## src/kyp_pkg.sv

```systemverilog
// Shared constants, register map and types for the key read request block.
package kyp_pkg;

  // Register byte offsets on the Avalon-MM slave.
  localparam logic [5:0] OFF_CTRL = 6'h00;
  localparam logic [5:0] OFF_STATUS = 6'h04;
  localparam logic [5:0] OFF_KEYS = 6'h08;
  localparam logic [5:0] OFF_IRQ_ST = 6'h0C;
  localparam logic [5:0] OFF_IRQ_EN = 6'h10;
  localparam logic [5:0] OFF_IRQ_CLR = 6'h14;
  localparam logic [5:0] OFF_DISP = 6'h18;

  // Control register fields and reset value.
  localparam int CTRL_W = 3;
  localparam int CTRL_SRC_BIT = 0;
  localparam int CTRL_SCAN_BIT = 1;
  localparam int CTRL_SLEEP_BIT = 2;
  localparam logic [2:0] CTRL_RESET = 3'h2;

  // Status register fields.
  localparam int STAT_REQ_BIT = 0;
  localparam int STAT_RST_BIT = 1;
  localparam int STAT_READ_BIT = 2;
  localparam int STAT_SCAN_BIT = 3;
  localparam int STAT_RETRY_BIT = 4;

  // Interrupt event bits.
  localparam int IRQ_W = 3;
  localparam int IRQ_REQ_BIT = 0;
  localparam int IRQ_RETRY_BIT = 1;
  localparam int IRQ_READ_BIT = 2;
  localparam logic [2:0] IRQ_EN_RESET = 3'h0;

  // Key data widths.
  localparam int KEY_W = 30;
  localparam int READ_BITS = 31;
  localparam int DISP_W = 16;

  // Scan timing in working clock periods.
  localparam logic [9:0] SCAN_PERIODS = 10'd615;
  localparam logic [10:0] RESCAN_PERIODS = 11'(2 * 615);

  // Serial link bus addresses.
  localparam logic [7:0] ADDR_DISPLAY = 8'h42;
  localparam logic [7:0] ADDR_KEY_READ = 8'h43;

  // Default internal oscillator divider, in system clocks per period.
  localparam int RC_DIV_DEFAULT = 8;

  // Serial link pins from the controller.
  typedef struct packed {
    logic enable;
    logic shift_clk;
    logic data_in;
  } kyp_link_s;

  typedef enum logic {
    SC_IDLE,
    SC_SCAN
  } kyp_scan_e;

endpackage : kyp_pkg

```

## src/kyp_keypad_link.sv

```systemverilog
// Key scan, key read request and serial key readout with an Avalon-MM register slave.
// Overview of operation
// - Select bit set: working clock comes from the external clock on the timing pin.
// - Select bit clear: working clock comes from the internal RC oscillator.
// - Two matching scans finish key scanning in 615 working clock periods.
// - Mismatching scans repeat, so the whole scan takes 1230 periods.
// - A pending key read request pulls the data output low while enable is low.
// - A read without a pending request returns invalid key and sleep bits.
// - During system reset the data output stays high, even on a read.
module kyp_keypad_link #(
  parameter int RC_DIV = kyp_pkg::RC_DIV_DEFAULT
) (
  input wire logic clock,
  input wire logic rst,
  input wire logic [5:0] avs_address,
  input wire logic avs_read,
  input wire logic avs_write,
  input wire logic [31:0] avs_writedata,
  input wire logic [3:0] avs_byteenable,
  output logic [31:0] avs_readdata,
  output logic avs_waitrequest,
  output logic irq,
  input wire kyp_pkg::kyp_link_s link_in,
  input wire logic external_reset_n,
  input wire logic osc_ext_clk,
  input wire logic [kyp_pkg::KEY_W-1:0] key_state_bits,
  output logic serial_out_o,
  output logic serial_out_oe
);

  localparam int SYNC_W = kyp_pkg::KEY_W + 5;

  // Byte-lane merge used for every writable register.
  function automatic logic [31:0] be_merge(input logic [31:0] old, input logic [31:0] wd, input logic [3:0] be);
    logic [31:0] r;
    r = old;
    for (int i = 0; i < 4; i++) begin
      if (be[i]) begin
        r[i*8 +: 8] = wd[i*8 +: 8];
      end
    end
    return r;
  endfunction : be_merge

  // All pins from outside the clock domain pass two flops first.
  logic [SYNC_W-1:0] sync_in;
  logic [SYNC_W-1:0] sync_out;
  kyp_pkg::kyp_link_s link_s;
  logic ext_rst_n_s;
  logic osc_s;
  logic [kyp_pkg::KEY_W-1:0] keys_s;

  assign sync_in = {external_reset_n, osc_ext_clk, key_state_bits, link_in};
  assign {ext_rst_n_s, osc_s, keys_s, link_s} = sync_out;

  kyp_sync #(.W(SYNC_W)) u_sync (
    .clock(clock),
    .rst(rst),
    .d(sync_in),
    .q(sync_out)
  );

  // Register state.
  logic [kyp_pkg::CTRL_W-1:0] ctrl_q;
  logic [kyp_pkg::IRQ_W-1:0] irq_st_q;
  logic [kyp_pkg::IRQ_W-1:0] irq_en_q;
  logic wait_q;
  logic [31:0] rdata_q;
  logic irq_q;

  // Scan and link state.
  kyp_pkg::kyp_scan_e sc_state_q;
  logic [9:0] sc_cnt_q;
  logic [10:0] tot_q;
  logic retry_q;
  logic [kyp_pkg::KEY_W-1:0] first_q;
  logic [kyp_pkg::KEY_W-1:0] key_buf_q;
  logic req_q;
  logic [7:0] rc_cnt_q;
  logic osc_prev_q;
  logic ce_prev_q;
  logic cl_prev_q;
  logic [7:0] addr_q;
  logic reading_q;
  logic [kyp_pkg::READ_BITS-1:0] out_q;
  logic [kyp_pkg::DISP_W-1:0] disp_cnt_q;
  logic oe_q;

  // Device reset comes from the synchronised reset pin.
  wire dev_rst = !ext_rst_n_s;
  wire src_ext = ctrl_q[kyp_pkg::CTRL_SRC_BIT];
  wire scan_en = ctrl_q[kyp_pkg::CTRL_SCAN_BIT];
  wire sleep_ack_bit = ctrl_q[kyp_pkg::CTRL_SLEEP_BIT];

  // Working clock tick: external edge or RC divider, stopped during reset.
  wire rc_tick = (rc_cnt_q == 8'(RC_DIV - 1));
  wire ext_tick = osc_s && !osc_prev_q;
  wire tick = !dev_rst && (src_ext ? ext_tick : rc_tick);

  // Scan sequencing terms.
  wire any_key = |keys_s;
  wire scan_start = (sc_state_q == kyp_pkg::SC_IDLE) && scan_en && !dev_rst && !req_q && any_key;
  wire pass_end = (sc_state_q == kyp_pkg::SC_SCAN) && tick && (sc_cnt_q == kyp_pkg::SCAN_PERIODS - 10'd1);
  wire keys_match = (keys_s == first_q);
  wire scan_done = pass_end && (keys_match || retry_q);
  wire scan_retry = pass_end && !keys_match && !retry_q;

  // Serial link edge detection on synchronised pins.
  wire ce = link_s.enable;
  wire ce_rise = ce && !ce_prev_q;
  wire ce_fall = !ce && ce_prev_q;
  wire cl_rise = link_s.shift_clk && !cl_prev_q;
  wire cl_fall = !link_s.shift_clk && cl_prev_q;
  wire read_start = ce_rise && (addr_q == kyp_pkg::ADDR_KEY_READ);
  wire read_done = ce_fall && reading_q;
  wire disp_done = ce_fall && !reading_q && (addr_q == kyp_pkg::ADDR_DISPLAY);

  // A read with no request pending returns zeros, marking the data as invalid.
  wire [kyp_pkg::READ_BITS-1:0] read_word = req_q ? {sleep_ack_bit, key_buf_q} : '0;

  // Open-drain drive: reset keeps the line high, a read shifts data, idle shows the request.
  wire oe_d = dev_rst ? 1'b0 : (reading_q ? !out_q[0] : (!ce && req_q));

  // Bus decode.
  wire bus_fire = (avs_read || avs_write) && !wait_q;
  wire wr_fire = avs_write && !wait_q;
  wire wr_ctrl = wr_fire && (avs_address == kyp_pkg::OFF_CTRL);
  wire wr_en = wr_fire && (avs_address == kyp_pkg::OFF_IRQ_EN);
  wire wr_clr = wr_fire && (avs_address == kyp_pkg::OFF_IRQ_CLR);
  wire [31:0] ctrl_wr = be_merge({29'h0, ctrl_q}, avs_writedata, avs_byteenable);
  wire [31:0] en_wr = be_merge({29'h0, irq_en_q}, avs_writedata, avs_byteenable);
  wire [31:0] clr_wr = be_merge(32'h0, avs_writedata, avs_byteenable);
  wire [kyp_pkg::IRQ_W-1:0] irq_evt = {read_done, scan_retry, scan_done};
  wire [4:0] status_word = {retry_q, sc_state_q == kyp_pkg::SC_SCAN, reading_q, dev_rst, req_q};

  // Read mux; unmapped offsets and the clear register read as zero.
  logic [31:0] rdata_d;
  always_comb begin
    rdata_d = 32'h0;
    unique case (avs_address)
      kyp_pkg::OFF_CTRL: rdata_d = {29'h0, ctrl_q};
      kyp_pkg::OFF_STATUS: rdata_d = {27'h0, status_word};
      kyp_pkg::OFF_KEYS: rdata_d = {2'h0, key_buf_q};
      kyp_pkg::OFF_IRQ_ST: rdata_d = {29'h0, irq_st_q};
      kyp_pkg::OFF_IRQ_EN: rdata_d = {29'h0, irq_en_q};
      kyp_pkg::OFF_DISP: rdata_d = {16'h0, disp_cnt_q};
      default: rdata_d = 32'h0;
    endcase
  end

  // Avalon handshake: one wait cycle, then the answer stands for one cycle.
  always_ff @(posedge clock or posedge rst) begin
    if (rst) begin
      wait_q <= 1'b1;
      rdata_q <= 32'h0;
    end else if ((avs_read || avs_write) && wait_q) begin
      wait_q <= 1'b0;
      rdata_q <= rdata_d;
    end else begin
      wait_q <= 1'b1;
    end
  end

  // Software registers; a set event wins over a same-cycle clear.
  always_ff @(posedge clock or posedge rst) begin
    if (rst) begin
      ctrl_q <= kyp_pkg::CTRL_RESET;
      irq_en_q <= kyp_pkg::IRQ_EN_RESET;
      irq_st_q <= '0;
      irq_q <= 1'b0;
    end else begin
      if (wr_ctrl) begin
        ctrl_q <= ctrl_wr[kyp_pkg::CTRL_W-1:0];
      end
      if (wr_en) begin
        irq_en_q <= en_wr[kyp_pkg::IRQ_W-1:0];
      end
      irq_st_q <= (irq_st_q & ~(wr_clr ? clr_wr[kyp_pkg::IRQ_W-1:0] : '0)) | irq_evt;
      irq_q <= |(irq_st_q & irq_en_q);
    end
  end

  // Working clock source: RC divider runs only in RC mode and outside reset.
  always_ff @(posedge clock or posedge rst) begin
    if (rst) begin
      rc_cnt_q <= 8'h00;
      osc_prev_q <= 1'b0;
    end else begin
      osc_prev_q <= osc_s;
      if (dev_rst || src_ext || rc_tick) begin
        rc_cnt_q <= 8'h00;
      end else begin
        rc_cnt_q <= rc_cnt_q + 8'h01;
      end
    end
  end

  // Key scan: one 615-period pass, and a second pass when the two samples disagree.
  always_ff @(posedge clock or posedge rst) begin
    if (rst) begin
      sc_state_q <= kyp_pkg::SC_IDLE;
      sc_cnt_q <= 10'h000;
      tot_q <= 11'h000;
      retry_q <= 1'b0;
      first_q <= '0;
      key_buf_q <= '0;
    end else if (dev_rst) begin
      sc_state_q <= kyp_pkg::SC_IDLE;
      retry_q <= 1'b0;
      key_buf_q <= '0;
    end else begin
      unique case (sc_state_q)
        kyp_pkg::SC_IDLE: begin
          if (scan_start) begin
            sc_state_q <= kyp_pkg::SC_SCAN;
            sc_cnt_q <= 10'h000;
            tot_q <= 11'h000;
            retry_q <= 1'b0;
            first_q <= keys_s;
          end
        end
        kyp_pkg::SC_SCAN: begin
          if (tick) begin
            tot_q <= tot_q + 11'h001;
          end
          if (scan_done) begin
            sc_state_q <= kyp_pkg::SC_IDLE;
            key_buf_q <= keys_s;
          end else if (scan_retry) begin
            retry_q <= 1'b1;
            first_q <= keys_s;
            sc_cnt_q <= 10'h000;
          end else if (tick) begin
            sc_cnt_q <= sc_cnt_q + 10'h001;
          end
        end
      endcase
    end
  end

  // Read request: raised by a finished scan, dropped by a completed read.
  always_ff @(posedge clock or posedge rst) begin
    if (rst) begin
      req_q <= 1'b0;
    end else if (dev_rst) begin
      req_q <= 1'b0;
    end else if (scan_done) begin
      req_q <= 1'b1;
    end else if (read_done) begin
      req_q <= 1'b0;
    end
  end

  // Serial interface is never cleared by device reset, so transfers go on during it.
  always_ff @(posedge clock or posedge rst) begin
    if (rst) begin
      ce_prev_q <= 1'b0;
      cl_prev_q <= 1'b0;
      addr_q <= 8'h00;
      reading_q <= 1'b0;
      out_q <= '0;
      disp_cnt_q <= '0;
    end else begin
      ce_prev_q <= ce;
      cl_prev_q <= link_s.shift_clk;
      if (cl_rise && !ce) begin
        addr_q <= {link_s.data_in, addr_q[7:1]};
      end
      if (read_start) begin
        reading_q <= 1'b1;
        out_q <= read_word;
      end else if (ce_fall) begin
        reading_q <= 1'b0;
      end else if (cl_fall && reading_q) begin
        out_q <= {1'b1, out_q[kyp_pkg::READ_BITS-1:1]};
      end
      if (disp_done) begin
        disp_cnt_q <= disp_cnt_q + 16'h0001;
      end
    end
  end

  // Pin drive register; the output value is always low, only the enable moves.
  always_ff @(posedge clock or posedge rst) begin
    if (rst) begin
      oe_q <= 1'b0;
    end else begin
      oe_q <= oe_d;
    end
  end

  assign avs_waitrequest = wait_q;
  assign avs_readdata = rdata_q;
  assign irq = irq_q;
  assign serial_out_oe = oe_q;
  assign serial_out_o = 1'b0;

  // Checks on the design's own behaviour.
  property p_ext_src;
    @(posedge clock) disable iff (rst)
    (src_ext && !dev_rst) |-> (tick == ext_tick) ##1 (rc_cnt_q == 8'h00);
  endproperty
  a_ext_src: assert property (p_ext_src) else $error("tick without external edge in external mode");

  property p_rc_src;
    @(posedge clock) disable iff (rst)
    (tick && !src_ext) |-> (rc_cnt_q == 8'(RC_DIV - 1)) ##1 (rc_cnt_q == 8'h00);
  endproperty
  a_rc_src: assert property (p_rc_src) else $error("RC tick not at divider end");

  property p_scan_short;
    @(posedge clock) disable iff (rst)
    (scan_done && !retry_q) |-> (tot_q == 11'(kyp_pkg::SCAN_PERIODS - 10'd1));
  endproperty
  a_scan_short: assert property (p_scan_short) else $error("matching scan not 615 periods");

  property p_scan_long;
    @(posedge clock) disable iff (rst)
    (scan_done && retry_q) |-> (tot_q == kyp_pkg::RESCAN_PERIODS - 11'd1);
  endproperty
  a_scan_long: assert property (p_scan_long) else $error("repeated scan not 1230 periods");

  property p_req_low;
    @(posedge clock) disable iff (rst)
    (req_q && !ce && !reading_q && !dev_rst) |=> oe_q;
  endproperty
  a_req_low: assert property (p_req_low) else $error("pending request not driven low");

  property p_invalid;
    @(posedge clock) disable iff (rst)
    (read_start && !req_q) |=> (out_q == '0) && reading_q;
  endproperty
  a_invalid: assert property (p_invalid) else $error("read without request not invalid");

  property p_reset_high;
    @(posedge clock) disable iff (rst)
    dev_rst |=> !oe_q;
  endproperty
  a_reset_high: assert property (p_reset_high) else $error("output driven during reset");

  property p_release;
    @(posedge clock) disable iff (rst)
    (read_done && !scan_done) |=> !req_q ##1 (!oe_q || reading_q || ce);
  endproperty
  a_release: assert property (p_release) else $error("request not released after read");

  property p_irq;
    @(posedge clock) disable iff (rst)
    (scan_done && irq_en_q[kyp_pkg::IRQ_REQ_BIT] && !wr_en) |-> ##2 irq;
  endproperty
  a_irq: assert property (p_irq) else $error("enabled request event gave no interrupt");

endmodule : kyp_keypad_link

```

## src/kyp_sync.sv

```systemverilog
// Two-flop synchroniser for a vector of asynchronous inputs.
module kyp_sync #(
  parameter int W = 1
) (
  input wire logic clock,
  input wire logic rst,
  input wire logic [W-1:0] d,
  output logic [W-1:0] q
);

  logic [W-1:0] meta_q;

  // The first stage feeds only the second stage.
  always_ff @(posedge clock or posedge rst) begin
    if (rst) begin
      meta_q <= '0;
      q <= '0;
    end else begin
      meta_q <= d;
      q <= meta_q;
    end
  end

endmodule : kyp_sync

```

## config.mk

```make
export PLATFORM = sky130hd
export DESIGN_NAME = kyp_keypad_link
export DESIGN_NICKNAME = d
export VERILOG_FILES = /design/src/kyp_pkg.sv /design/src/kyp_keypad_link.sv /design/src/kyp_sync.sv
export SDC_FILE = /design/constraint.sdc
export NUM_CORES = 1
export LEC_CHECK = 0
export CAP_MARGIN = 20
export CORE_AREA = 2 2 141 143
export CTS_CLUSTER_DIAMETER = 60
export DETAILED_ROUTE_END_ITERATION = 6
export DIE_AREA = 0 0 143 145
export DONT_BUFFER_PORTS = 1
export PLACE_DENSITY = 0.7
export SLEW_MARGIN = 20
export SYNTH_ARGS = -nofsm -noshare
export SYNTH_HDL_FRONTEND = slang
export SYNTH_SLANG_ARGS = --single-unit
```

## constraint.sdc

```tcl
create_clock -name clock -period 13.3 [get_ports clock]
set_clock_uncertainty 0.15 [all_clocks]
set_input_delay 1.33 -clock clock [delete_from_list [all_inputs] [get_ports clock]]
set_output_delay 1.33 -clock clock [all_outputs]
set_load 0.05 [all_outputs]
```

* After elaboration in Yosys (flattened, before gate mapping)
Cells that the tools add are included.
** Storage, ports and cells
- Word-level logic and storage cells :: 146
- Output and inout port bits :: 36
- Register bits :: 254
** Operators by class
- Add/subtract/negate cells :: 3
- Reductions and logical operators :: 55
- Bitwise operators :: 5
- Equality and inequality tests :: 22
- Muxes and demuxes :: 38
** Operators with widths (count)
- $mux 30 :: 6
- $pmux 30 s6 :: 1
- $mux 31 :: 4
- $pmux 30 s2 :: 1
- $mux 10 :: 4
- $eq 30x30->1 :: 1
- $reduce_or 30->1 :: 1
- $logic_and 1x1->1 :: 27
- $pmux 10 s2 :: 1
- $eq 6x5->1 const B :: 3
- $add 16x1->16 const B :: 1
- $eq 8x7->1 const B :: 2
- $mux 1 :: 16
- $eq 6x4->1 const B :: 2
- $logic_not 1->1 :: 12
- $ne 3x3->1 const B :: 4
- $add 10x1->10 const B :: 1
- $eq 10x10->1 const B :: 1
- $add 8x1->8 const B :: 1
- $eq 8x3->1 const B :: 1
- $mux 8 :: 1
- $ne 2x2->1 const B :: 4
- $reduce_and 2->1 :: 4
- $reduce_and 4->1 :: 2
- other kinds (14) :: 22

* Depth between registers and ports, before layout
- Word-level depth :: 12
- Gate-level depth with buffers :: 9

* Modules after synthesis
A second synthesis with hierarchy kept.
** Unflattened totals
- Cells, all modules :: 902
- Area total of the unflattened synthesis :: 10506.3 um^2
** Modules (own cells, without submodules)
- kyp_keypad_link :: cells an instance 831, area each 8750.9 um^2, sequential area each 4556.9 um^2, instances 1
- kyp_sync :: cells an instance 71, area each 1755.4 um^2, sequential area each 1751.7 um^2, instances 1

* Least setup slack after synthesis
OpenSTA, ideal clock, no wires.
- Kind :: input port to flip-flop
- Start :: in avs_address[5]
- End :: reg rdata_q[10] (netlist: avs_readdata[10])
- Setup time :: 0.083 ns
- Path buffers :: 1
- Stages :: 5
- Slack :: 10.276 ns
- Data arrival time :: 2.791 ns
- Cells stage by stage :: or3_1 > nor3_1 > clkbuf_1 > a22oi_1 > o21ai_0
** Between the ends
- Word-level cells in the longest chain between the ends :: 2
- Elaborated cells on any way between the ends :: 7
** RTL lines
- start: declaration :: RTL line kyp_keypad_link.sv:15 : input wire logic [5:0] avs_address,
- $eq 6x5->1, or another cell as far along :: RTL line kyp_keypad_link.sv:140 : unique case (avs_address)
- $pmux 30 s6 * :: RTL line kyp_keypad_link.sv:140
- end signal: assignment :: RTL line kyp_keypad_link.sv:158 : rdata_q <= rdata_d;
- end: declaration :: RTL line kyp_keypad_link.sv:68 : logic [31:0] rdata_q;
Mark *: on every way between the ends. The rest lies on a longest branch, timed or not.
A chain may end at the register's enable or synchronous reset.

* Final worst setup path
- Start :: reg rc_cnt_q[4]
- End :: reg first_q[7] (netlist bit)
** Between the ends
- Word-level cells in the longest chain between the ends :: 9
- Elaborated cells on any way between the ends :: 11
** RTL lines
- start: declaration :: RTL line kyp_keypad_link.sv:79 : logic [7:0] rc_cnt_q;
- start signal: assignment :: RTL line kyp_keypad_link.sv:193 : rc_cnt_q <= rc_cnt_q + 8'h01;
- $eq 8x3->1 * :: RTL line kyp_keypad_link.sv:96 : wire rc_tick = (rc_cnt_q == 8'(RC_DIV - 1));
- $mux 1 * :: RTL line kyp_keypad_link.sv:98 : wire tick = !dev_rst && (src_ext ? ext_tick : rc_tick);
- $logic_and 1x1->1 * :: RTL line kyp_keypad_link.sv:98
- $logic_and 1x1->1 * (2 in series) :: RTL line kyp_keypad_link.sv:103 : wire pass_end = (sc_state_q == kyp_pkg::SC_SCAN) && tick && (sc_cnt_q == kyp_pkg::SCAN_PERIODS - 10'd1);
- $logic_and 1x1->1 (2 in series) :: RTL line kyp_keypad_link.sv:106 : wire scan_retry = pass_end && !keys_match && !retry_q;
- $ne 2x1->1 (no line)
- $reduce_and 4->1 (no line) *
- end signal: assignment :: RTL line kyp_keypad_link.sv:219 : first_q <= keys_s;
- end signal: assignment :: RTL line kyp_keypad_link.sv:231 : first_q <= keys_s;
- end: declaration :: RTL line kyp_keypad_link.sv:76 : logic [kyp_pkg::KEY_W-1:0] first_q;
Marked as above.

==> results.md <==
- Post-DP HPWL: roughly 13 mm
- Largest net degree at the start of global routing: 118
- CP bufs+invs: 0
- First-pass GRT wire length: 32.91 mm
- Vias: 6,126
- Overflow after GRT: 0
- Worst slew margin: between 30% and 40%
- GRT Overall Usage: 19.71%
- Critical-path cell list: or4_2 > o21ai_2 > or3b_4 > a211o_4 > nand2_4 > mux2_4
- Crit path max fanout: 30
- Area Growth Syn to Fin: 11.54%
- Worst path slowest cell: or4_2
- Post-Route WL: 19.60 mm
- Mapped cell area: 10,410 um2
- Max Fclk: 0.3125 GHz
- First drt pass iteration count: 5
- Clock period minus final worst setup slack: 3200 ps
- Per-cell routed wire length: 17.18 um
- RSZ-0062 raised after global routing: false
- Yosys cell types: 61
- Run status: finished, final reports clean
- Vias in the first global route: 6,215
- Hold Buf Count CTS: 0
- Post-CTS sizing: 0
- Post-synth EDFFs: 0
- ANT nets after route: 0
- Max Cap Violations: 0
- Crit end category: flop
- Clk sinks: 252
- Delay-heaviest family, CP: simple AND/OR/NAND/NOR gates
- H-tree depth: 1
- Syn_area_per_cell: 12.13 um2
- Startpoint Class: flop
- Max IR drop VDD: 0.1207 mV
- Root Buffer: clkbuf_16
- Setup bufs post-CTS: 0
- Fillers: between 1,500 and 2,000
- Area contributors post-synth: dfrtp_1 (60%), mux2i_1 (5.9%), mux2_4 (4.3%)
- CP peak stage delay: 690 ps
- Share of cells above drive strength 1: around 15%
- Register area share after synthesis: 60.62%
- Core area: 19,210 um2
- I/O pins: between 100 and 150
- Crit path required time: 13,560 ps
- Clock Tree Buf Depth: 3
- Dominant cell type by area after synthesis: dfrtp_1
- Clk_lat worst skew: around 530 ps
- Placer congestion estimate: 0.7910
- Initial antenna violation count: 0
- Final Max Slew Viols: 0
- Slew @ Worst Pin: about 1000 ps
- Crit path DAT: about 3500 ps
- Hold slack: 195.4 ps
- Die area: 20,740 um2
- Flops & latches, synth: 252
- I/O Buffers: 0
- Via density: 5.369
- Hold Crit Class: flop to flop
- Top cell type's share of synthesized area: between 60% and 70%
- Nets@finish: 942
- Die height: 145 um
- Antenna diode count: 0
- Setup Total Neg Slack: 0 ps
- Post-Syn Instances: 858
- # rows: 51
- First DRT Iteration DRCs: 511
- Final Cycle Share: 24.06%
- Final setup fails: 0
- Critical path class: flop to flop
- Warnings, synthesis: 0
- Inserted Clock Buffers: 27
- Initial Util: 54.19%
- Final Power: 1775 uW
- TritonCTS clock tree: done
- Dominant synthesized flop cell: dfrtp_1
- Chip width: 143 um
- Final Hold Vio Count: 0
- Clk slew on worst S/H paths: 60 ps
- Leakage: roughly 0.0055 uW
- Ys async rst share: 100.0%
- Detailed-route DRC error count: 0
- Power density over the cells: about 150 nW/um2
per-layer routing:
| metal | global-route usage (%) | part of all wire (%) |
|---|---|---|
| met5 | 0 | 0 |
| met4 | 5.743 | 2.0 |
| met2 | 27.75 | 44 |
| met1 | 31.42 | 49 |
| met3 | 3.300 | 5.0 |
cells by family after synthesis:
group,after synthesis,synth area share [%]
flops,252,60.62
other cells,1,0.03603
compound gates,135,7.742
mux,110,12.58
buf+inv,85,3.775
xor+xnor,51,4.292
simple gates,220,10.48
fa+ha+maj,4,0.4809
sequential cells by signal, indices dropped and copies added (netlist names), 10 cells and up:
name	flops
u_sync.meta_q	35
u_sync.q	35
out_q	31
avs_readdata	30
first_q	30
key_buf_q	30
disp_cnt_q	16
sc_cnt_q	10
path summary, 6_finish.rpt:
path,startpoint,endpoint,slack (ps),cells after the start
min in group asynchronous,rst,u_sync.q[34],660,1
hold / removal,u_sync.meta_q[33],u_sync.q[33],200,0
max in group asynchronous,rst,first_q[27],10920,2
hold reg to reg,u_sync.meta_q[33],u_sync.q[33],200,0
setup reg to reg,rc_cnt_q[4],first_q[7],10100,6
setup / recovery,rc_cnt_q[4],first_q[7],10100,6
cell usage after synthesis (6+ instances only):
library cell    n
xor2_1          9
a221o_1         6
nor2_1         34
mux2_2         16
nand2_1       100
inv_1          44
nor4_1         11
mux2i_1        61
mux2_4         30
o21ai_0        32
dfrtp_1       250
a22oi_1        13
and3_1          8
clkbuf_1       29
nand4_1        12
xnor2_1        42
a21oi_1        69
nand3_1        19
power by group:
group	internal, uW	total (uW)	switching (uW)
clock network	494	786	292
registers	819	864	45.4
logic	71.5	125	53.7
total	1380	1780	391
final cells by class:
class	count	area [um2]	area share [%]
flip-flops and latches	252	6310	54.35
multi-input cells	523	3740	32.22
clock buffers	39	800.8	6.898
well taps	265	331.6	2.856
inverters	44	172.7	1.487
clock inverters	9	153.9	1.326
repair buffers	9	100.1	0.8623
cells in the final DEF, fill, tap and decap left out, drive strengths merged, types with 4 or more instances in the layout:
master,synthesis,layout
dfrtp,250,250
nand2,101,101
a21oi,69,69
mux2i,61,61
mux2,46,46
inv,44,45
xnor2,42,42
clkbuf,30,39
nor2,35,35
o21ai,33,33
nand3,19,19
a22oi,13,13
nand4,12,12
nor4,12,12
xor2,9,9
buf,11,9
and3,8,8
a221o,8,8
nand3b,4,4
nand2b,4,4
ha,4,4
bufinv,0,4
nor3,4,4
per-stage QoR:
stage          util [%]  instance area [um2]  worst slack [ps]  std cells
5_1_grt           60.44                11610             10010       1141
6_report          60.44                11610             10100       1141
3_3_place_gp      55.15                10590             10050       1091
2_1_floorplan         -                10420              4895        860
3_5_place_dp      55.44                10650             10020       1093
4_1_cts           60.41                11600             10080       1141
Power figures use the tool's default switching activity.
